--- config.mk ---
export PLATFORM = sky130hd
export DESIGN_NAME = dma_arb
export DESIGN_NICKNAME = d
export VERILOG_FILES = /design/src/include/dma_arb_pkg.sv /design/src/rtl/dma_arb.sv
export VERILOG_INCLUDE_DIRS = /design/src /design/src/include
export SDC_FILE = /design/constraint.sdc
export NUM_CORES = 1
export LEC_CHECK = 0
export ABC_AREA = 1
export ABC_CLOCK_PERIOD_IN_PS = 3400
export BUFFER_PORTS_ARGS = -buffer_cell sky130_fd_sc_hd__buf_2
export CAP_MARGIN = 25
export CORE_MARGIN = 4
export CORE_UTILIZATION = 49
export DETAILED_ROUTE_END_ITERATION = 10
export HOLD_SLACK_MARGIN = 0.08
export PLACE_DENSITY = 0.77
export SLEW_MARGIN = 20
export SYNTH_ARGS = -nofsm -noshare
export SYNTH_HDL_FRONTEND = slang
export SYNTH_SLANG_ARGS = --single-unit
--- constraint.sdc ---
create_clock -name clk_i -period 3.4 [get_ports clk_i]
set_input_delay 0.85 -clock clk_i [delete_from_list [all_inputs] [get_ports clk_i]]
set_output_delay 0.85 -clock clk_i [all_outputs]
set_load 0.03 [all_outputs]
--- src/include/dma_arb_consts.svh ---
// register offsets, reset values and timing counts of the dma arbiter
`ifndef DMA_ARB_CONSTS_SVH
`define DMA_ARB_CONSTS_SVH
`define OFS_OPR 8'h00
`define OFS_CH0 8'h04
`define OFS_CH3 8'h10
`define OFS_STAT 8'h14
`define OPR_RST 8'h00
`define CCR_RST 10'h000
`define ORD_RST 8'he4
`define ORD_FIX1 8'he4
`define ORD_FIX2 8'h78
`define GAP16_CLK 7'd16
`define GAP64_CLK 7'd64
`endif

--- src/include/dma_arb_pkg.sv ---
// types shared by the dma arbiter and its users
package dma_arb_pkg;
    typedef enum logic [1:0] {PRI_FIX1, PRI_FIX2, PRI_RR_SEL, PRI_RR_ALL}
        pri_mode_t;
    typedef enum logic [1:0] {GAP_NONE, GAP_16, GAP_64, GAP_RSVD}
        gap_mode_t;
    typedef enum logic [1:0] {SRC_AUTO, SRC_EXT, SRC_PERIPH, SRC_RSVD}
        req_src_t;
    typedef enum logic [1:0] {UNIT_B, UNIT_W, UNIT_L, UNIT_16B} unit_t;
    // channel control register, bit 0 first from the right
    typedef struct packed {
        logic sgl_dir;
        unit_t size;
        logic periph;
        req_src_t src;
        logic single;
        logic ack_cycle_select;
        logic bus_mode_select;
        logic en;
    } ch_ctrl_t;
    // operation register
    typedef struct packed {
        gap_mode_t gap;
        logic [3:0] rotation_channel_select;
        logic priority_mode_bit_high;
        logic priority_mode_bit_low;
    } opr_t;
    // one transfer bus cycle towards the system bus
    typedef struct packed {
        logic cyc;
        logic we;
        logic [1:0] chan;
    } xfer_t;
endpackage

--- src/rtl/dma_arb.sv ---
// dma channel arbiter and transfer sequencer with wishbone registers
// Operation
// [RL1] grant exactly one channel by priority
// [RL2] four priority modes from operation register
// [RL3] fixed one: 0 over 1 over 2 over 3
// [RL4] fixed two: 0, 2, 3, then 1
// [RL5] round robin rotates after every unit (selected mode: only units of rotation_channel_select channels)
// [RL6] finished channel drops last, rest shift up
// [RL7] round robin order resets to 0,1,2,3
// [RL8] software avoids mixing modes under round robin
// [RL9] waiting request granted by updated order
// [RL10] single address only strobe device to memory
// [RL11] single address starts from request pin only
// [RL12] peripheral transfers never use 16-byte units
// [RL13] dual address reads, buffers, then writes
// [RL14] dual allows all triggers; ack cycle selectable
// [RL15] single address unit in one bus cycle
// [RL16] per channel cycle steal or burst
// [RL17] cycle steal releases bus after each unit
// [RL18] intermittent waits 16 or 64 clocks
// [RL19] software uses intermittent with cycle steal only
// [RL20] intermittent defers during cache refill
// [RL21] burst keeps bus until no request remains
// [RL22] request pin ignored until acknowledge issued
// [RL23] request bus, start after grant, release
//
// The Wishbone slave port and the register offsets were left to the implementer.
`include "dma_arb_consts.svh"
`timescale 1ns/1ps
`default_nettype none
module dma_arb (
    // clock and reset
    input wire logic clk_i,
    input wire logic rst_i,
    // wishbone slave
    input wire logic cyc_i,
    input wire logic stb_i,
    input wire logic we_i,
    input wire logic [7:0] adr_i,
    input wire logic [3:0] sel_i,
    input wire logic [31:0] dat_i,
    output logic [31:0] dat_o,
    output logic ack_o,
    // request sources
    input wire logic [1:0] transfer_request_n_i,
    input wire logic [3:0] periph_req_i,
    // system bus ownership
    output logic bus_req_o,
    input wire logic bus_grant_i,
    input wire logic refill_busy_i,
    // transfer bus cycles
    output dma_arb_pkg::xfer_t xfer_o,
    input wire logic cyc_ack_i,
    input wire logic [31:0] rd_data_i,
    output logic [31:0] wr_data_o,
    output logic [1:0] transfer_acknowledge_n_o
);
    typedef enum logic [3:0] {S_IDLE, S_GAP, S_BREQ, S_DEFER, S_RD, S_WR,
        S_SGL, S_END, S_PICK} state_t;

    function automatic logic [2:0] pick(input logic [3:0] r,
        input logic [7:0] o);
        logic [2:0] w;
        w = 3'h0;
        for (int i = 3; i >= 0; i--)
        begin
            if (r[o[2*i+:2]])
            begin
                w = {1'b1, o[2*i+:2]};
            end
        end
        return w;
    endfunction

    function automatic logic [7:0] rotate(input logic [7:0] o,
        input logic [1:0] c);
        logic [7:0] r;
        logic [1:0] k;
        r = 8'h00;
        k = 2'h0;
        for (int i = 0; i < 4; i++)
        begin
            if (o[2*i+:2] != c)
            begin
                r[2*k+:2] = o[2*i+:2];
                k = k + 2'h1;
            end
        end
        r[7:6] = c;
        return r;
    endfunction

    function automatic logic [31:0] lanes(input logic [31:0] old,
        input logic [31:0] d, input logic [3:0] s);
        logic [31:0] r;
        r = old;
        for (int b = 0; b < 4; b++)
        begin
            if (s[b])
            begin
                r[8*b+:8] = d[8*b+:8];
            end
        end
        return r;
    endfunction

    state_t state_reg, state_next;
    dma_arb_pkg::opr_t opr_reg;
    dma_arb_pkg::ch_ctrl_t ccr_reg [4];
    dma_arb_pkg::xfer_t xfer_next;
    logic [7:0] ord_reg, ord_next;
    logic [1:0] chan_reg, chan_next;
    logic [6:0] gap_cnt_reg;
    logic gap_due_reg;
    logic [1:0] ext_s1_reg, ext_s2_reg;
    logic [1:0] ext_mask_reg;
    logic [3:0] err_reg;
    logic [31:0] hold_reg;
    logic ack_reg;
    logic [31:0] dat_reg;
    logic [1:0] transfer_acknowledge_n_n_reg;

    // register decode
    wire wb_hit = cyc_i && stb_i && !ack_reg;
    wire wb_wr = wb_hit && we_i;
    wire opr_sel = adr_i == `OFS_OPR;
    wire ch_sel = adr_i >= `OFS_CH0 && adr_i <= `OFS_CH3 &&
        adr_i[1:0] == 2'h0;
    wire [1:0] ch_idx = 2'(adr_i[3:2] - 2'h1);
    wire stat_sel = adr_i == `OFS_STAT;
    wire [31:0] opr_wval = lanes({24'h0, opr_reg}, dat_i, sel_i);
    wire [31:0] ccr_wval = lanes({22'h0, ccr_reg[ch_idx]}, dat_i, sel_i);

    // priority mode and effective order
    wire [1:0] pri_bits = {opr_reg.priority_mode_bit_high,
        opr_reg.priority_mode_bit_low};
    wire dma_arb_pkg::pri_mode_t pri = dma_arb_pkg::pri_mode_t'(pri_bits);
    wire rr_mode = pri == dma_arb_pkg::PRI_RR_SEL ||
        pri == dma_arb_pkg::PRI_RR_ALL;
    wire [7:0] eff_ord = pri == dma_arb_pkg::PRI_FIX1 ? `ORD_FIX1 : // [RL3]
        pri == dma_arb_pkg::PRI_FIX2 ? `ORD_FIX2 : ord_reg; // [RL2] [RL4]
    wire gap_on = opr_reg.gap == dma_arb_pkg::GAP_16 ||
        opr_reg.gap == dma_arb_pkg::GAP_64;
    wire [6:0] gap_len = opr_reg.gap == dma_arb_pkg::GAP_64 ?
        `GAP64_CLK : `GAP16_CLK;

    // per channel validity and trigger
    logic [3:0] valid, trig, req, burst_vec;
    always_comb
    begin
        for (int c = 0; c < 4; c++)
        begin
            // strobed device only with external memory side
            valid[c] = !(ccr_reg[c].single &&
                (ccr_reg[c].periph || c > 1)); // [RL10]
            if (ccr_reg[c].single &&
                ccr_reg[c].src != dma_arb_pkg::SRC_EXT)
            begin
                valid[c] = 1'b0; // [RL11]
            end
            if (ccr_reg[c].periph &&
                ccr_reg[c].size == dma_arb_pkg::UNIT_16B)
            begin
                valid[c] = 1'b0; // [RL12]
            end
            unique case (ccr_reg[c].src) // [RL14]
                dma_arb_pkg::SRC_AUTO: trig[c] = 1'b1;
                dma_arb_pkg::SRC_EXT: trig[c] = c < 2 &&
                    ext_s2_reg[c[0]] && !ext_mask_reg[c[0]]; // [RL22]
                dma_arb_pkg::SRC_PERIPH: trig[c] = periph_req_i[c];
                default: trig[c] = 1'b0;
            endcase
            req[c] = ccr_reg[c].en && valid[c] && trig[c];
            burst_vec[c] = ccr_reg[c].bus_mode_select; // [RL16]
        end
    end

    wire [2:0] win = pick(req, eff_ord); // [RL1] [RL9]
    wire any_req = win[2];
    wire keep_bus = |(req & burst_vec); // [RL21]
    wire dma_arb_pkg::ch_ctrl_t cur = ccr_reg[chan_reg];
    wire dma_arb_pkg::ch_ctrl_t nxt_cc = ccr_reg[win[1:0]];
    wire start_ok = !(gap_on && refill_busy_i); // [RL20]
    wire [2:0] start_st = nxt_cc.single ? 3'd1 : 3'd0;
    wire rot_ok = pri == dma_arb_pkg::PRI_RR_ALL ||
        opr_reg.rotation_channel_select[chan_reg];

    // sequencer
    always_comb
    begin
        state_next = state_reg;
        chan_next = chan_reg;
        ord_next = ord_reg;
        unique case (state_reg)
            S_IDLE:
                if (any_req)
                begin
                    state_next = gap_on && gap_due_reg ? S_GAP : S_BREQ;
                end
            S_GAP:
                if (gap_cnt_reg == gap_len - 7'd1)
                begin
                    state_next = S_BREQ; // [RL18]
                end
            S_BREQ, S_PICK:
                if (state_reg == S_PICK || bus_grant_i) // [RL23]
                begin
                    if (!any_req)
                    begin
                        state_next = S_IDLE;
                    end
                    else
                    begin
                        chan_next = win[1:0];
                        if (!start_ok)
                        begin
                            state_next = S_DEFER;
                        end
                        else
                        begin
                            state_next = start_st[0] ? S_SGL : S_RD;
                        end
                    end
                end
            S_DEFER:
                if (!refill_busy_i)
                begin
                    state_next = cur.single ? S_SGL : S_RD;
                end
            S_RD:
                if (cyc_ack_i)
                begin
                    state_next = S_WR; // [RL13]
                end
            S_WR, S_SGL:
                if (cyc_ack_i)
                begin
                    state_next = S_END; // [RL15]
                end
            S_END:
            begin
                if (rr_mode && rot_ok)
                begin
                    ord_next = rotate(ord_reg, chan_reg); // [RL5] [RL6]
                end
                // cycle steal gives the bus back after every unit while no burst channel requests
                state_next = keep_bus ? S_PICK : S_IDLE; // [RL17] [RL21]
            end
        endcase
    end

    // bus cycle outputs decoded from the next state
    wire rd_cyc = state_next == S_RD;
    wire wr_cyc = state_next == S_WR;
    wire sg_cyc = state_next == S_SGL;
    wire dma_arb_pkg::ch_ctrl_t cc_n = ccr_reg[chan_next];
    wire transfer_acknowledge_n_on = sg_cyc || (cc_n.ack_cycle_select ? wr_cyc : rd_cyc);
    always_comb
    begin
        xfer_next.cyc = rd_cyc || wr_cyc || sg_cyc;
        xfer_next.we = wr_cyc || (sg_cyc && cc_n.sgl_dir);
        xfer_next.chan = chan_next;
    end

    always_ff @(posedge clk_i)
    begin
        if (rst_i)
        begin
            state_reg <= S_IDLE;
            chan_reg <= 2'h0;
            ord_reg <= `ORD_RST; // [RL7]
            xfer_o <= '0;
            transfer_acknowledge_n_n_reg <= 2'h3;
        end
        else
        begin
            state_reg <= state_next;
            chan_reg <= chan_next;
            ord_reg <= ord_next;
            xfer_o <= xfer_next;
            transfer_acknowledge_n_n_reg <= 2'h3;
            if (transfer_acknowledge_n_on && chan_next < 2'h2 &&
                cc_n.src == dma_arb_pkg::SRC_EXT)
            begin
                transfer_acknowledge_n_n_reg[chan_next[0]] <= 1'b0; // [RL14] [RL15]
            end
        end
    end

    // gap counter and the flag that a release has happened
    always_ff @(posedge clk_i)
    begin
        if (rst_i)
        begin
            gap_cnt_reg <= 7'h00;
            gap_due_reg <= 1'b0;
        end
        else
        begin
            gap_cnt_reg <= state_reg == S_GAP ? gap_cnt_reg + 7'd1 : 7'h00;
            if (state_reg == S_END && !keep_bus)
            begin
                gap_due_reg <= 1'b1;
            end
            else if (state_reg == S_GAP)
            begin
                gap_due_reg <= 1'b0;
            end
        end
    end

    // request pin: two-flop sync, active low level, masked while accepted
    always_ff @(posedge clk_i)
    begin
        if (rst_i)
        begin
            ext_s1_reg <= 2'h0;
            ext_s2_reg <= 2'h0;
            ext_mask_reg <= 2'h0;
        end
        else
        begin
            ext_s1_reg <= ~transfer_request_n_i;
            ext_s2_reg <= ext_s1_reg;
            for (int c = 0; c < 2; c++)
            begin
                if (state_reg == S_END && chan_reg == 2'(c))
                begin
                    ext_mask_reg[c] <= 1'b0; // [RL22]
                end
                if (chan_next == 2'(c) && state_next != state_reg &&
                    (state_next == S_RD || state_next == S_SGL ||
                    state_next == S_DEFER) &&
                    cc_n.src == dma_arb_pkg::SRC_EXT &&
                    state_reg != S_DEFER)
                begin
                    ext_mask_reg[c] <= 1'b1; // [RL22]
                end
            end
        end
    end

    // read data holding buffer for dual address transfers
    always_ff @(posedge clk_i)
    begin
        if (rst_i)
        begin
            hold_reg <= 32'h0;
        end
        else if (state_reg == S_RD && cyc_ack_i)
        begin
            hold_reg <= rd_data_i; // [RL13]
        end
    end

    // wishbone registers; a bad setting sets a sticky error bit
    always_ff @(posedge clk_i)
    begin
        if (rst_i)
        begin
            opr_reg <= `OPR_RST;
            for (int c = 0; c < 4; c++)
            begin
                ccr_reg[c] <= `CCR_RST;
            end
            err_reg <= 4'h0;
            ack_reg <= 1'b0;
            dat_reg <= 32'h0;
        end
        else
        begin
            ack_reg <= wb_hit;
            if (wb_wr && opr_sel)
            begin
                opr_reg <= opr_wval[7:0];
            end
            if (wb_wr && ch_sel)
            begin
                ccr_reg[ch_idx] <= ccr_wval[9:0];
                err_reg[ch_idx] <= 1'b0;
            end
            // set wins over the clear by a write
            for (int c = 0; c < 4; c++)
            begin
                if (ccr_reg[c].en && !valid[c])
                begin
                    err_reg[c] <= 1'b1;
                end
            end
            if (opr_sel)
            begin
                dat_reg <= {24'h0, opr_reg};
            end
            else if (ch_sel)
            begin
                dat_reg <= {22'h0, ccr_reg[ch_idx]};
            end
            else if (stat_sel)
            begin
                dat_reg <= {14'h0, xfer_o.cyc, bus_req_o, err_reg,
                    2'h0, chan_reg, ord_reg};
            end
            else
            begin
                dat_reg <= 32'h0;
            end
        end
    end

    assign bus_req_o = state_reg == S_BREQ || state_reg == S_DEFER ||
        state_reg == S_RD || state_reg == S_WR || state_reg == S_SGL ||
        state_reg == S_END || state_reg == S_PICK; // [RL23]
    assign ack_o = ack_reg;
    assign dat_o = dat_reg;
    assign wr_data_o = hold_reg;
    assign transfer_acknowledge_n_o = transfer_acknowledge_n_n_reg;

    // checks
    fix1_grant_a: assert property (@(posedge clk_i) disable iff (rst_i) // [RL3]
        state_reg == S_BREQ && bus_grant_i && req[0] &&
        pri == dma_arb_pkg::PRI_FIX1 |=> chan_reg == 2'h0)
        else $error("fixed one did not grant channel 0");
    fix2_order_a: assert property (@(posedge clk_i) disable iff (rst_i) // [RL4]
        (state_reg == S_PICK || (state_reg == S_BREQ && bus_grant_i)) &&
        req[2] && !req[0] && start_ok &&
        pri == dma_arb_pkg::PRI_FIX2 |=> chan_reg == 2'h2)
        else $error("fixed two did not rank channel 2 second");
    grant_needs_req_a: assert property (@(posedge clk_i) // [RL1]
        disable iff (rst_i)
        state_reg == S_PICK && !any_req |=> state_reg == S_IDLE)
        else $error("grant without a pending request");
    rr_rotate_a: assert property (@(posedge clk_i) disable iff (rst_i) // [RL6]
        state_reg == S_END && pri == dma_arb_pkg::PRI_RR_ALL
        |=> ord_reg[7:6] == $past(chan_reg))
        else $error("finished channel not moved to lowest");
    order_reset_a: assert property (@(posedge clk_i) // [RL7]
        $past(rst_i) |-> ord_reg == `ORD_RST)
        else $error("round robin order wrong after reset");
    dual_two_cyc_a: assert property (@(posedge clk_i) disable iff (rst_i) // [RL13]
        state_reg == S_RD && cyc_ack_i |=> xfer_o.cyc && xfer_o.we &&
        wr_data_o == $past(rd_data_i))
        else $error("write cycle missing after read");
    single_one_a: assert property (@(posedge clk_i) disable iff (rst_i) // [RL15]
        state_reg == S_SGL && cyc_ack_i |=> !xfer_o.cyc ##1 !xfer_o.cyc)
        else $error("single address took more than one cycle");
    steal_release_a: assert property (@(posedge clk_i) // [RL17]
        disable iff (rst_i)
        state_reg == S_END && !keep_bus |=> !bus_req_o)
        else $error("bus kept after cycle steal unit");
    gap_wait_a: assert property (@(posedge clk_i) disable iff (rst_i) // [RL18]
        state_reg == S_GAP && $past(state_reg) != S_GAP
        |-> state_reg == S_GAP [*8])
        else $error("intermittent gap ended early");
    pin_mask_a: assert property (@(posedge clk_i) disable iff (rst_i) // [RL22]
        ext_mask_reg[0] && ccr_reg[0].src == dma_arb_pkg::SRC_EXT
        |-> !req[0])
        else $error("request pin taken while masked");
    cyc_owned_a: assert property (@(posedge clk_i) disable iff (rst_i) // [RL23]
        xfer_o.cyc |-> bus_req_o)
        else $error("bus cycle without bus ownership");
    bad_cfg_a: assert property (@(posedge clk_i) disable iff (rst_i) // [RL12]
        ccr_reg[2].periph && ccr_reg[2].size == dma_arb_pkg::UNIT_16B
        |-> !req[2])
        else $error("peripheral request with 16-byte unit");
endmodule
`default_nettype wire

Word level (Yosys, flattened, before mapping)
Memories as Yosys holds them, arrays and structs flattened. A register that Yosys moved wholly into a read port is not among the register bits.
Index checks and enable logic that the tools add are counted.
Operators by class
  add/sub/neg operators: 8
  magnitude comparators: 12
  equal/unequal tests: 42
  shifts and indexed selects: 6
  muxes and demuxes: 98
  bitwise logic cells: 8
  reduce and logical (&&, ||, !) cells: 106
Operators with widths (count)
  negator 3 -> 34 bit: 3
  variable shift 2 x 34 -> 8 bit (first input constant): 3
  indexed part select 2 x 34 -> 8 bit: 3
  2-to-1 mux 8 bit: 10
  logical AND 1 bit: 51
  2-to-1 mux 2 bit: 20
  2-to-1 mux 1 bit: 34
  2-to-1 mux 4 bit: 8
  2-to-1 mux 10 bit: 3
  equality test 4 x 3 -> 1 bit (second input constant): 7
  one-hot mux 4 bit (7 select lines): 1
  bitwise mux 8 bit: 3
  equality test 2 bit (second input constant): 11
  less-than comparator 2 x 3 -> 1 bit (second input constant): 6
  2-to-1 mux 3 bit: 6
  zero test 2 bit: 8
  logical OR 1 bit: 16
  equality test 2 x 1 -> 1 bit (second input constant): 7
  nonzero test 2 bit: 7
  equality test 4 x 2 -> 1 bit (second input constant): 3
  zero test 1 bit: 12
  binary-select mux 1 bit (select 2 bit): 5
  OR reduction 10 bit: 1
  OR reduction 2 bit: 5
  32 further kinds: 47
Storage, ports and cells
  flip-flop bits (word level): 93
  bits in writable memories: 40
  logic and storage cells: 306
  memories: 1
Memory list
  ccr_reg: words 4, width 10, read ports 8, clocked after Yosys merged registers in 1, wr ports 4, line dma_arb.sv:109  | dma_arb_pkg::ch_ctrl_t ccr_reg [4];

Depth between registers and ports, before layout
Gate-level depths: netlist of the first run.
An unclocked memory read counts as a cell.
  depth after elaboration: 27
  mapped depth: 22

Least setup slack after synthesis of the first run
No wires, ideal clock.
  path kind: input port to flip-flop
  start: in adr_i[2]
  end: mem ccr_reg[2][0] (netlist name), enable pin
  library setup time: 0.391 ns
  data arrival time: 3.140 ns
  setup slack: -0.131 ns
  cell stages on the path: 10
  path buffers: 2
  path through: clkbuf_1 -> inv_1 -> clkbuf_1 -> ha_1 -> inv_1 -> a211oi_1 -> o21ai_2 -> nor2_1 -> inv_1 -> o21ai_0
RTL lines
  from (decl): line dma_arb.sv:39  | input wire logic [7:0] adr_i,
  to (decl): line dma_arb.sv:109

Worst setup path after layout of the first run
  start: reg chan_reg[0]
  end: reg ord_reg[5]
Between the ends
  cells in the longest elaborated chain, start to end: 16
  elaborated cells on any way between the ends: 39
  classes of those cells: add/sub: 5; eq/ne: 4; shift: 6; mux: 21; reduce/logical: 3
RTL lines
  from (decl): line dma_arb.sv:112  | logic [1:0] chan_reg, chan_next;
  from (signal assigned): line dma_arb.sv:278  | chan_reg <= chan_next;
  != test 2 bit: line dma_arb.sv:83  | if (o[2*i+:2] != c)
  2-to-1 mux 1 bit: line dma_arb.sv:83
  2-to-1 mux 2 bit: line dma_arb.sv:242  | if (rr_mode && rot_ok)
  2-to-1 mux 2 bit: line dma_arb.sv:194  | unique case (state_reg)
  adder 2 x 1 -> 2 bit / negator 3 -> 34 bit (equally long branches): line dma_arb.sv:86, dma_arb.sv:85
  2-to-1 mux 2 bit (tied with other cells): line dma_arb.sv:83
  2-to-1 mux 2 bit / bitwise mux 8 bit (equally long branches): line dma_arb.sv:242, dma_arb.sv:85
  2-to-1 mux 2 bit / 2-to-1 mux 8 bit (equally long branches): line dma_arb.sv:194, dma_arb.sv:83
  adder 2 x 1 -> 2 bit (tied with other cells): line dma_arb.sv:86  | k = k + 2'h1;
  2-to-1 mux 2 bit (tied with other cells): line dma_arb.sv:83
  2-to-1 mux 2 bit / bitwise mux 8 bit (equally long branches): line dma_arb.sv:242, dma_arb.sv:85
  2-to-1 mux 2 bit / 2-to-1 mux 8 bit (equally long branches): line dma_arb.sv:194, dma_arb.sv:83
  negator 3 -> 34 bit / 2-to-1 mux 8 bit (equally long branches): line dma_arb.sv:85, dma_arb.sv:242
  indexed part select 2 x 34 -> 8 bit (tied with other cells): line dma_arb.sv:85  | r[2*k+:2] = o[2*i+:2];
  bitwise mux 8 bit: line dma_arb.sv:85
  2-to-1 mux 6 bit: line dma_arb.sv:83
  to (signal assigned): line dma_arb.sv:271  | ord_reg <= `ORD_RST;
  to (signal assigned): line dma_arb.sv:279  | ord_reg <= ord_next;
  to (decl): line dma_arb.sv:111  | logic [7:0] ord_reg, ord_next;
Parallel ways exist; a longest one is shown, timed or not. The select of a mux whose other input is x is not followed.
A chain may end at the register's enable or synchronous reset.

==> impl_metrics.py, run 1 <==
metrics = {
    "global_routing": {
        "gr-total-overflow": 0,
        "grt_pass1_wl_mm": 30.6,
        "grt_max_degree": 50,
        "track_usage_pct": 23.9,
        "antenna_found_initial": 0,
        "grt_pass1_vias": 6056,
    },
    "critical_path": {
        "timing.critical_path.to": "ord_reg[5]",
        "path_class": "reg2reg",
        "regToRegStartpoint": "chan_reg[0]",
        "crit_fanout": 8,
        "reg2reg_depth": 14,
        "crit_start": "chan_reg[0]",
        "critPathLaunchType": "flip-flop",
        "rr_endpoint": "ord_reg[5]",
        "rrSetupSlack_ns": 0.45,
        "cp.required_ns": 3.76,
        "end_kind": "flip-flop",
        "crit_arrival_ns": 3.31,
    },
    "clock_network": {
        "worstSkewPairLatency_ns": 0.42,
        "cts_buffers": 17,
        "holdBufCountCts": 0,
        "cts_setup_buffers": 0,
        "clk_pin_slew_ns": 0.06,
        "htreeDepth": 4,
        "clockBufferDepth": 2,
        "clockRootBuffer": "clkbuf_16",
        "post_cts_resize_count": 0,
        "cts_tree": "done",
        "clock_sinks": 133,
    },
    "hold_path": {
        "worstHoldPathType": "reg2reg",
        "hold_depth": 2,
    },
    "sta": {
        "drv_slew": 0,
        "setup_viol": 0,
        "tightest_slew_ns": 0.612,
        "fin_worst_skew_ns": 0.00849,
        "max_clock_freq_ghz": 0.339,
        "setup_tns_ns": 0,
        "holdWs_ns": 0.399,
        "period_minus_slack_ns": 2.95,
        "hold_violations": 0,
        "fin_crit_sh_pct": 86.8,
        "rsz0062_at_grt": "false",
        "maxSlewHeadroom_pct": 58.7,
    },
    "placed_design": {
        "dp.final_hpwl_mm": 14.4,
        "gp_congestion": 0.943,
        "io_buffers": 121,
    },
    "finish": {
        "regArea_sq_um": 3060,
        "largest_reg_flops": 40,
        "drive_gt1_share_pct": 21.5,
        "syn_to_final_growth_pct": 20.8,
        "fin_util_pct": 60.4,
        "multi_input_area_sq_um": 3240,
        "diodes": 0,
        "fin_nets": 1166,
        "fill_cells": 1287,
    },
    "synthesis": {
        "synth_compound_area_share_pct": 14.4,
        "syn_area_per_cell_sq_um": 7.45,
        "syn_inst": 928,
        "ys.flop_type": "dfxtp_1",
        "ys_seq_elements": 133,
        "post-synth-top-area-cell": "dfxtp_1",
        "yosys.area_share.xor_xnor_pct": 0.760,
        "yosys.area_share.adder_pct": 2.71,
        "synthSimpleGateAreaFrac_pct": 28.0,
        "synth_area_sq_um": 6920,
        "synth_area_leaders": "dfxtp_1 (27%), edfxtp_1 (17%), nand2_1 (9.3%)",
        "synth_top_area_share_pct": 26.9,
        "synth.distinct_cells": 53,
        "synth_warnings": 0,
        "synth_top_family_by_area": "simple AND/OR/NAND/NOR gates",
        "ys_async_sr_fraction_pct": 0,
        "synth-edff-count": 40,
        "synth_mux_area_share_pct": 0.145,
        "yosysSeqAreaShare_pct": 44.3,
    },
    "die": {
        "core-area_sq_um": 13800,
        "rows": 43,
        "die_y_um": 127,
        "io_pins": 162,
        "initial_utilization_pct": 50.0,
        "die_area_sq_um": 16100,
        "die_w_um": 127,
    },
    "route": {
        "vias": 6665,
        "drtAntennaViolNets": 0,
        "first_pass_iters": 5,
        "totalWireLength_mm": 19.4,
        "routed_via_density": 5.31,
        "drt_iter0_markers": 583,
        "wire_per_inst_um": 15.5,
        "drc": 0,
    },
    "outcome": {
        "outcome": "finished, final reports clean",
    },
    "power": {
        "p_leak_nw": 3.82,
        "ir_drop_v": 0.000377,
        "powerDensity_nw_per_um2": 548,
    },
    "job": {
        "maxCapViolCount": 0,
    },
}
## metrics by stage
step	instance area, sq um	cells	setup WS [ns]	power (mW)
4_1_cts	8340	1253	0.485	4.59
3_3_place_gp	7740	1221	0.324	2.73
6_report	8350	1254	0.448	4.58
3_5_place_dp	7740	1221	0.330	2.74
2_1_floorplan	6970	943	-0.131	2.49
5_1_grt	8350	1254	0.163	4.79
## how the worst min path moves through the flow
stage	startpoint	endpoint	slack, ns
2_1_floorplan	ext_s1_reg[0]	ext_s2_reg[0]	0.39
3_3_place_gp	ext_s1_reg[0]	ext_s2_reg[0]	0.40
3_5_place_dp	ext_s1_reg[1]	ext_s2_reg[1]	0.39
4_1_cts	ext_s1_reg[1]	ext_s2_reg[1]	0.40
5_1_grt	ext_s1_reg[0]	ext_s2_reg[0]	0.41
6_report	ext_s1_reg[1]	ext_s2_reg[1]	0.40
## where the power goes
part | internal, mW | switching [mW] | total, mW
clock network | 1.12 | 0.732 | 1.85
registers | 1.70 | 0.0579 | 1.76
logic | 0.308 | 0.663 | 0.971
## layout by cell type, fill, tap and decap left out, types with 4 or more instances in the layout
master,n
nand3_1,43
inv_6,6
a31oi_1,8
nor3_1,21
xnor2_1,4
buf_4,25
a211oi_1,8
dfxtp_1,93
clkbuf_16,19
buf_2,121
o21ai_0,82
o21ai_1,4
o22ai_1,8
nand3_2,5
nor2_2,8
nor2_1,153
o211ai_1,4
conb_1,16
inv_2,10
o21ai_2,4
nand2_2,10
ha_1,15
nand2_1,172
nand2_4,5
a21oi_1,52
edfxtp_1,40
nand4_1,8
inv_1,93
## worst max-delay path, stage by stage, from the launching register on
cell,delay (ns)
dfxtp_1,0.56
xor2_1,0.11
a21oi_1,0.29
inv_1,0.16
ha_1,0.32
inv_1,0.13
nand3_1,0.09
nand2_1,0.11
inv_1,0.08
ha_1,0.30
nor3_1,0.28
nand3_1,0.10
o311ai_0,0.11
o21ai_0,0.16
nand2_1,0.07
## logic make-up (layout without fill, tap and decap cells)
family | after synthesis | count (layout)
compound gates | 179 | 179
xor+xnor | 6 | 6
fa+ha+maj | 15 | 15
buf+inv | 155 | 286
flops | 133 | 133
mux | 1 | 1
other cells | 1 | 16
simple gates | 438 | 438
## cell usage after synthesis, types with 4 or more instances
| cell type | count |
|---|---|
| a211oi_1 | 8 |
| a21oi_1 | 52 |
| a31oi_1 | 8 |
| buf_2 | 4 |
| buf_4 | 16 |
| clkbuf_1 | 24 |
| dfxtp_1 | 93 |
| edfxtp_1 | 40 |
| ha_1 | 15 |
| inv_1 | 93 |
| inv_2 | 10 |
| nand2_1 | 172 |
| nand2_2 | 10 |
| nand2_4 | 5 |
| nand3_1 | 43 |
| nand3_2 | 5 |
| nand4_1 | 8 |
| nor2_1 | 153 |
| nor2_2 | 8 |
| nor3_1 | 21 |
| o211ai_1 | 4 |
| o21ai_0 | 82 |
| o21ai_1 | 4 |
| o21ai_2 | 4 |
| o22ai_1 | 8 |
| xnor2_1 | 4 |
## final cells by class
| type | count | area share [%] |
|---|---|---|
| tap | 180 | 2.70 |
| inverter | 107 | 4.96 |
| timing repair buffer | 147 | 9.68 |
| clock inverter | 11 | 1.33 |
| clock buffer | 21 | 5.83 |
| sequential | 133 | 36.7 |
| multi-input combinational | 655 | 38.8 |
## per-layer routing
metal	wire length, um	vias to the layer above	GRT usage, %
met5	0	-	0
met4	461	0	8.83
met3	1470	38	5.52
met2	9120	260	37.7
met1	8390	3081	32.1
li1	-	3286	-
Power figures use the tool's default switching activity.
==> inputs of run 2 (changes only) <==
--- a/config.mk
+++ b/config.mk
@@ -6,13 +6,13 @@
 export SDC_FILE = /design/constraint.sdc
 export NUM_CORES = 1
 export LEC_CHECK = 0
-export ABC_AREA = 1
 export ABC_CLOCK_PERIOD_IN_PS = 3400
 export BUFFER_PORTS_ARGS = -buffer_cell sky130_fd_sc_hd__buf_2
 export CAP_MARGIN = 25
 export CORE_MARGIN = 4
 export CORE_UTILIZATION = 49
 export DETAILED_ROUTE_END_ITERATION = 10
+export GPL_TIMING_DRIVEN = 0
 export HOLD_SLACK_MARGIN = 0.08
 export PLACE_DENSITY = 0.77
 export SLEW_MARGIN = 20
==> run 2 against run 1 <==
  * Synthesized cell count decreased by 20%
  * Sequential power decreased by 3%
  * Sequential share of layout area decreased by 0.78 points
  * Flip-flop and latch count unchanged
  * Critical endpoint is now ext_mask_reg[1]
==> impl_metrics.py, run 2 <==
metrics = {
    "outcome": {
        "outcome": "finished, final reports clean",
    },
    "sta": {
        "period_minus_slack_ns": 3.34,
        "maxSlewHeadroom_pct": 51.8,
        "max_clock_freq_ghz": 0.300,
        "holdWs_ns": 0.447,
        "setup_viol": 0,
        "fin_ws_ns": 0.0649,
        "fin_worst_skew_ns": 0.0101,
        "hold_violations": 0,
        "fin_crit_sh_pct": 98.1,
        "tightest_slew_ns": 0.723,
        "drv_slew": 0,
    },
    "power": {
        "p_leak_nw": 3.60,
        "ir_drop_v": 0.000388,
        "powerDensity_nw_per_um2": 495,
    },
    "clock_network": {
        "cts_tree": "done",
        "holdBufCountCts": 0,
        "clockBufferDepth": 2,
        "worstSkewPairLatency_ns": 0.44,
        "cts_buffers": 17,
        "clock_sinks": 133,
        "clockRootBuffer": "clkbuf_16",
        "clk_pin_slew_ns": 0.06,
        "htreeDepth": 4,
    },
    "die": {
        "core-area_sq_um": 13800,
        "initial_utilization_pct": 49.7,
        "die_area_sq_um": 16000,
        "die_w_um": 126,
        "rows": 43,
        "die_y_um": 126,
        "io_pins": 162,
    },
    "synthesis": {
        "synth.distinct_cells": 82,
        "synth_area_sq_um": 6870,
        "synth.most_common_cell": "nand2_1",
        "ys.flop_type": "dfxtp_1",
        "syn_area_per_cell_sq_um": 9.20,
        "synth_warnings": 0,
        "synth_top_area_share_pct": 27.1,
        "synth-edff-count": 40,
        "synth_compound_area_share_pct": 15.1,
        "yosys.area_share.xor_xnor_pct": 1.66,
        "synthSimpleGateAreaFrac_pct": 21.1,
        "ys_async_sr_fraction_pct": 0,
        "ys_seq_elements": 133,
        "synth_mux_area_share_pct": 9.48,
        "synth_top_family_by_area": "simple AND/OR/NAND/NOR gates",
        "yosysSeqAreaShare_pct": 44.6,
        "synth_area_leaders": "dfxtp_1 (27%), edfxtp_1 (17%), nand2_1 (6.0%)",
        "post-synth-top-area-cell": "dfxtp_1",
        "yosys.area_share.adder_pct": 2.73,
        "syn_inst": 747,
        "synth_common_cells": "nand2_1 (109), nor2_1 (107), dfxtp_1 (93)",
    },
    "critical_path": {
        "critical-path-max-stage-delay_ns": 0.46,
        "cpMaxStageDelayCell": "a2111o_1",
        "rrSetupSlack_ns": 0.10,
        "crit_arrival_ns": 3.68,
        "crit_fanout": 9,
        "critPathLaunchType": "primary input",
        "critical_path.cell_chain": "buf_2, nor2b_1, o31ai_4, buf_4, nor4_4, a21oi_1, a311oi_2, o31ai_4, buf_4, mux2i_2, o221ai_2, a2111o_1, o31ai_2",
        "cp.required_ns": 3.75,
        "path_class": "in2reg",
        "end_kind": "flip-flop",
    },
    "global_routing": {
        "track_usage_pct": 23.4,
        "grt_pass1_wl_mm": 29.5,
        "antenna_found_initial": 0,
        "gr-total-overflow": 0,
        "grt_max_degree": 17,
        "grt_pass1_vias": 5712,
    },
    "route": {
        "drtAntennaViolNets": 0,
        "first_pass_iters": 7,
        "wire_per_inst_um": 17.2,
        "drc": 0,
        "vias": 6225,
        "routed_via_density": 5.63,
        "drt_iter0_markers": 567,
        "totalWireLength_mm": 19.0,
    },
    "finish": {
        "fin_util_pct": 61.7,
        "layout_commonest_cell": "buf_2",
        "syn_to_final_growth_pct": 24.2,
        "fin_area_sq_um": 8540,
        "instances_no_fill": 1105,
        "drive_gt1_share_pct": 25.3,
        "final_cell_mix": "buf_2 (121), nand2_1 (107), nor2_1 (107), dfxtp_1 (92), a21oi_1 (55)",
        "fin_nets": 1016,
        "largest_reg_flops": 40,
    },
    "placed_design": {
        "gp_congestion": 0.899,
        "io_buffers": 119,
        "numPlacedInstances": 1061,
        "pre_cts_ws_ns": -0.844,
        "dp.final_hpwl_mm": 14.0,
        "postPlaceCellArea_sq_um": 7760,
    },
    "job": {
        "maxCapViolCount": 0,
    },
    "hold_path": {
        "worstHoldPathType": "reg2reg",
    },
}
-- run 2: changes by cell type after synthesis, sizes merged, moves of 9 or more --
cell    before  now
inv        106   23
o21ai       90   13
mux2i        1   32
nand2      188  109
a221oi       1   10
nor2b        0    9
nor2       162  107
nand3       49   13
and2         0   13
mux4         0   12
-- run 2: worst paths after layout --
kind / depth (start not counted) / from / end
worst max register to register: 11 / ccr_reg[1][3] / ext_mask_reg[1]
worst max-delay path: 13 / periph_req_i[0] / ext_mask_reg[1]
worst min-delay path: 1 / err_reg[2] / dat_o[14]
worst min register to register: 1 / err_reg[2] / dat_o[14]
-- run 2: logic make-up (layout without fill, tap and decap cells) --
family | Yosys count | in the layout
compound gates | 145 | 145
flops | 133 | 133
xor+xnor | 13 | 13
fa+ha+maj | 15 | 15
mux | 48 | 48
other cells | 1 | 17
simple gates | 313 | 313
buf+inv | 79 | 241
-- run 2: layer usage --
| layer | part of all wire, % | GRT usage (%) | routed length, um | vias to the layer above |
|---|---|---|---|---|
| li1 | - | - | - | 2947 |
| met1 | 40 | 30.2 | 7560 | 2912 |
| met2 | 48 | 36.9 | 9010 | 316 |
| met3 | 9.6 | 6.95 | 1820 | 50 |
| met4 | 3.0 | 9.91 | 566 | 0 |
| met5 | 0 | 0 | 0 | - |
-- run 2: worst max-delay path, delay by kind of cell --
kind,cells,cell delay (ns)
mux,1,0.24
compound gates,7,1.96
buf+inv,3,0.46
simple gates,2,0.19
-- run 2: through the flow --
step | setup TNS [ns] | total power [mW]
floorplan | 0 | 2.14
global placement | -42.79 | 2.30
detailed placement | -48.94 | 2.30
CTS | 0 | 4.21
global route | -0.0253 | 4.38
finish | 0 | 4.22
-- run 2: what timing repair did --
item / in CTS / in global routing
pin swaps: 3 / 6
gates resized for setup: 2 / 17
setup buffers: 4 / 9
endpoints found under the setup margin: 49 / 26
-- run 2: cell type report --
type                    instances  area, sq um
well taps                     180          225
repair buffers                132          693
multi-input cells             550         3580
clock inverters                15          186
plain buffers                  53          273
clock buffers                  17          425
flip-flops and latches        133         3060
inverters                      24         90.1
diodes                          1         2.50
fillers                      1161         5290
-- run 2: power breakdown --
part / internal [mW] / leakage (nW) / switching [mW]
Sequential: 1.67 / 1.16 / 0.0286
Combinational: 0.218 / 2.15 / 0.381
Clock: 1.21 / 0.292 / 0.706
==> inputs of run 3 (changes only) <==
--- a/config.mk
+++ b/config.mk
@@ -9,12 +9,12 @@
 export ABC_CLOCK_PERIOD_IN_PS = 3400
 export BUFFER_PORTS_ARGS = -buffer_cell sky130_fd_sc_hd__buf_2
 export CAP_MARGIN = 25
-export CORE_MARGIN = 4
 export CORE_UTILIZATION = 49
 export DETAILED_ROUTE_END_ITERATION = 10
 export GPL_TIMING_DRIVEN = 0
 export HOLD_SLACK_MARGIN = 0.08
 export PLACE_DENSITY = 0.77
+export SETUP_SLACK_MARGIN = 0.05
 export SLEW_MARGIN = 20
 export SYNTH_ARGS = -nofsm -noshare
 export SYNTH_HDL_FRONTEND = slang
==> run 3 against run 2 <==
  * Cell count fell by 0.54%
  * Design area is 0.19% higher
  * Global-route usage increased by 3.3 points
  * Critical endpoint is now opr_reg[1]
  * Sequential power hardly changed
  * Count of clock-buffer cells in the layout rose by 1
==> impl_metrics.py, run 3 (synthesis gave the netlist of run 2 again) <==
metrics = {
    "outcome": {
        "outcome": "finished, final reports clean",
    },
    "critical_path": {
        "cpMaxStageDelayCell": "nor4b_1",
        "critPathLaunchType": "primary input",
        "crit_top_cell": "buf_2",
        "crit_arrival_ns": 3.58,
        "path_class": "in2reg",
        "path_delay_family": "buffers and inverters",
        "cp.required_ns": 3.70,
        "crit_fanout": 10,
        "regToRegStartpoint": "ccr_reg[1][4]",
        "worst-path-buf-inv": 4,
        "critical_path.cell_chain": "buf_2, buf_2, inv_1, ha_1, nor4b_1, and3_1, clkbuf_1, mux2i_1, nor2_1",
        "crit_start": "adr_i[2]",
        "critical-path-max-stage-delay_ns": 0.77,
        "end_kind": "flip-flop",
    },
    "sta": {
        "holdWs_ns": 0.442,
        "fin_worst_skew_ns": 0.00783,
        "rsz0062_at_grt": "false",
        "maxSlewHeadroom_pct": 38.9,
        "max_clock_freq_ghz": 0.305,
        "hold_violations": 0,
        "drv_slew": 0,
        "period_minus_slack_ns": 3.28,
        "tightest_slew_ns": 0.903,
        "setup_viol": 0,
        "fin_crit_sh_pct": 96.5,
    },
    "placed_design": {
        "io_buffers": 119,
        "postPlaceCellArea_sq_um": 7750,
        "dp.final_hpwl_mm": 13.9,
        "gp_congestion": 0.927,
        "numPlacedInstances": 1057,
    },
    "clock_network": {
        "htreeDepth": 4,
        "clock_sinks": 133,
        "cts_buffers": 17,
        "clk_pin_slew_ns": 0.06,
        "cts_tree": "done",
        "clockRootBuffer": "clkbuf_16",
        "worstSkewPairLatency_ns": 0.43,
        "holdBufCountCts": 0,
        "clockBufferDepth": 2,
    },
    "die": {
        "io_pins": 162,
        "rows": 42,
        "die_area_sq_um": 14500,
        "die_w_um": 120,
        "initial_utilization_pct": 51.1,
        "die_y_um": 120,
        "core-area_sq_um": 13500,
    },
    "power": {
        "p_leak_nw": 3.61,
        "pwr-share-clk_pct": 46.3,
        "switching_share_pct": 26.0,
        "powerDensity_nw_per_um2": 503,
        "ir_drop_v": 0.000339,
        "intPower_mw": 3.19,
        "share_comb_of_total_power_pct": 14.2,
        "seqPwrFrac_pct": 39.5,
        "p_sw_mw": 1.12,
    },
    "finish": {
        "multi_input_area_sq_um": 3580,
        "diodes": 0,
        "syn_to_final_growth_pct": 24.4,
        "drive_gt1_share_pct": 25.2,
        "regArea_sq_um": 3060,
        "final_cell_mix": "buf_2 (122), nand2_1 (107), nor2_1 (107), dfxtp_1 (92), a21oi_1 (55)",
        "layout_commonest_cell": "buf_2",
        "fin_area_sq_um": 8550,
        "largest_reg_flops": 40,
        "fill_cells": 1146,
        "fin_nets": 1015,
        "instances_no_fill": 1099,
        "fin_util_pct": 63.6,
    },
    "hold_path": {
        "worstHoldPathType": "reg2reg",
        "hp-start": "gap_cnt_reg[0]",
    },
    "global_routing": {
        "gr-total-overflow": 0,
        "grt_pass1_wl_mm": 29.4,
        "grt_max_degree": 17,
        "grt_pass1_vias": 5688,
        "antenna_found_initial": 0,
        "track_usage_pct": 26.7,
    },
    "route": {
        "vias": 6206,
        "drc": 0,
        "routed_via_density": 5.65,
        "drt_iter0_markers": 559,
        "drtAntennaViolNets": 0,
        "wire_per_inst_um": 17.5,
        "first_pass_iters": 7,
        "totalWireLength_mm": 19.3,
    },
    "job": {
        "maxCapViolCount": 0,
    },
}
[run 3: changes by cell type in the layout (fill, tap and decap cells not counted), sizes merged]
cell / delta
buf: -2
bufinv: +1
inv: -1
clkbuf: +2
diode: -1
clkinvlp: -1
[run 3: metrics by stage]
step,power [mW],setup TNS [ns],worst slack (ns)
floorplan,2.14,0,0.0699
global placement,2.30,-48.48,-0.841
detailed placement,2.31,-57.91,-0.936
CTS,4.29,0,0.0526
global route,4.43,0,0.0319
finish,4.30,0,0.119
[run 3: timing repair]
action	4_1_cts	5_1_grt
resized for setup	6	18
endpoints found under the setup margin	81	28
setup buffers	1	9
pin swaps	1	3
endpoints found under the hold margin	0	0
[run 3: power by group through the flow]
stage / Sequential [mW] / Clock, mW / Combinational, mW
6_report: 1.70 / 1.99 / 0.611
5_1_grt: 1.71 / 2.07 / 0.656
4_1_cts: 1.70 / 2.00 / 0.584
3_5_place_dp: 1.73 / 0 / 0.572
3_3_place_gp: 1.73 / 0 / 0.568
2_1_floorplan: 1.75 / 0 / 0.389
[run 3: layout make-up]
type / instances / area share [%]
Buffer: 55 / 3.34
Tap cell: 176 / 2.57
Sequential cell: 133 / 35.8
Multi-Input combinational cell: 550 / 41.9
Timing Repair Buffer: 129 / 7.84
Inverter: 24 / 1.05
Clock buffer: 18 / 5.02
Clock inverter: 14 / 2.44
[run 3: worst register-to-register path, cell delays in order, from the launching register on]
cell,delay (ns)
edfxtp_1,0.53
nand2b_4,0.12
a22o_4,0.31
nor4_2,0.30
o21bai_2,0.17
a311oi_2,0.14
o31ai_4,0.38
mux2i_2,0.34
o221ai_4,0.18
a2111o_1,0.45
o31ai_2,0.25
[run 3: metal layers]
| layer | vias to the layer above | global-route usage (%) | wire length, um | share of wire (%) |
|---|---|---|---|---|
| li1 | 2934 | - | - | - |
| met1 | 2911 | 35.0 | 7830 | 41 |
| met2 | 313 | 42.3 | 9300 | 48 |
| met3 | 48 | 6.04 | 1630 | 8.5 |
| met4 | 0 | 11.9 | 509 | 2.6 |
| met5 | - | 0 | 0 | 0 |
[run 3: path summary, 6_finish.rpt]
path	endpoint	slack (ns)	depth (start not counted)
max	opr_reg[1]	0.12	9
min	gap_cnt_reg[0]	0.44	1
max reg2reg	ext_mask_reg[1]	0.14	10
min reg2reg	gap_cnt_reg[0]	0.44	1
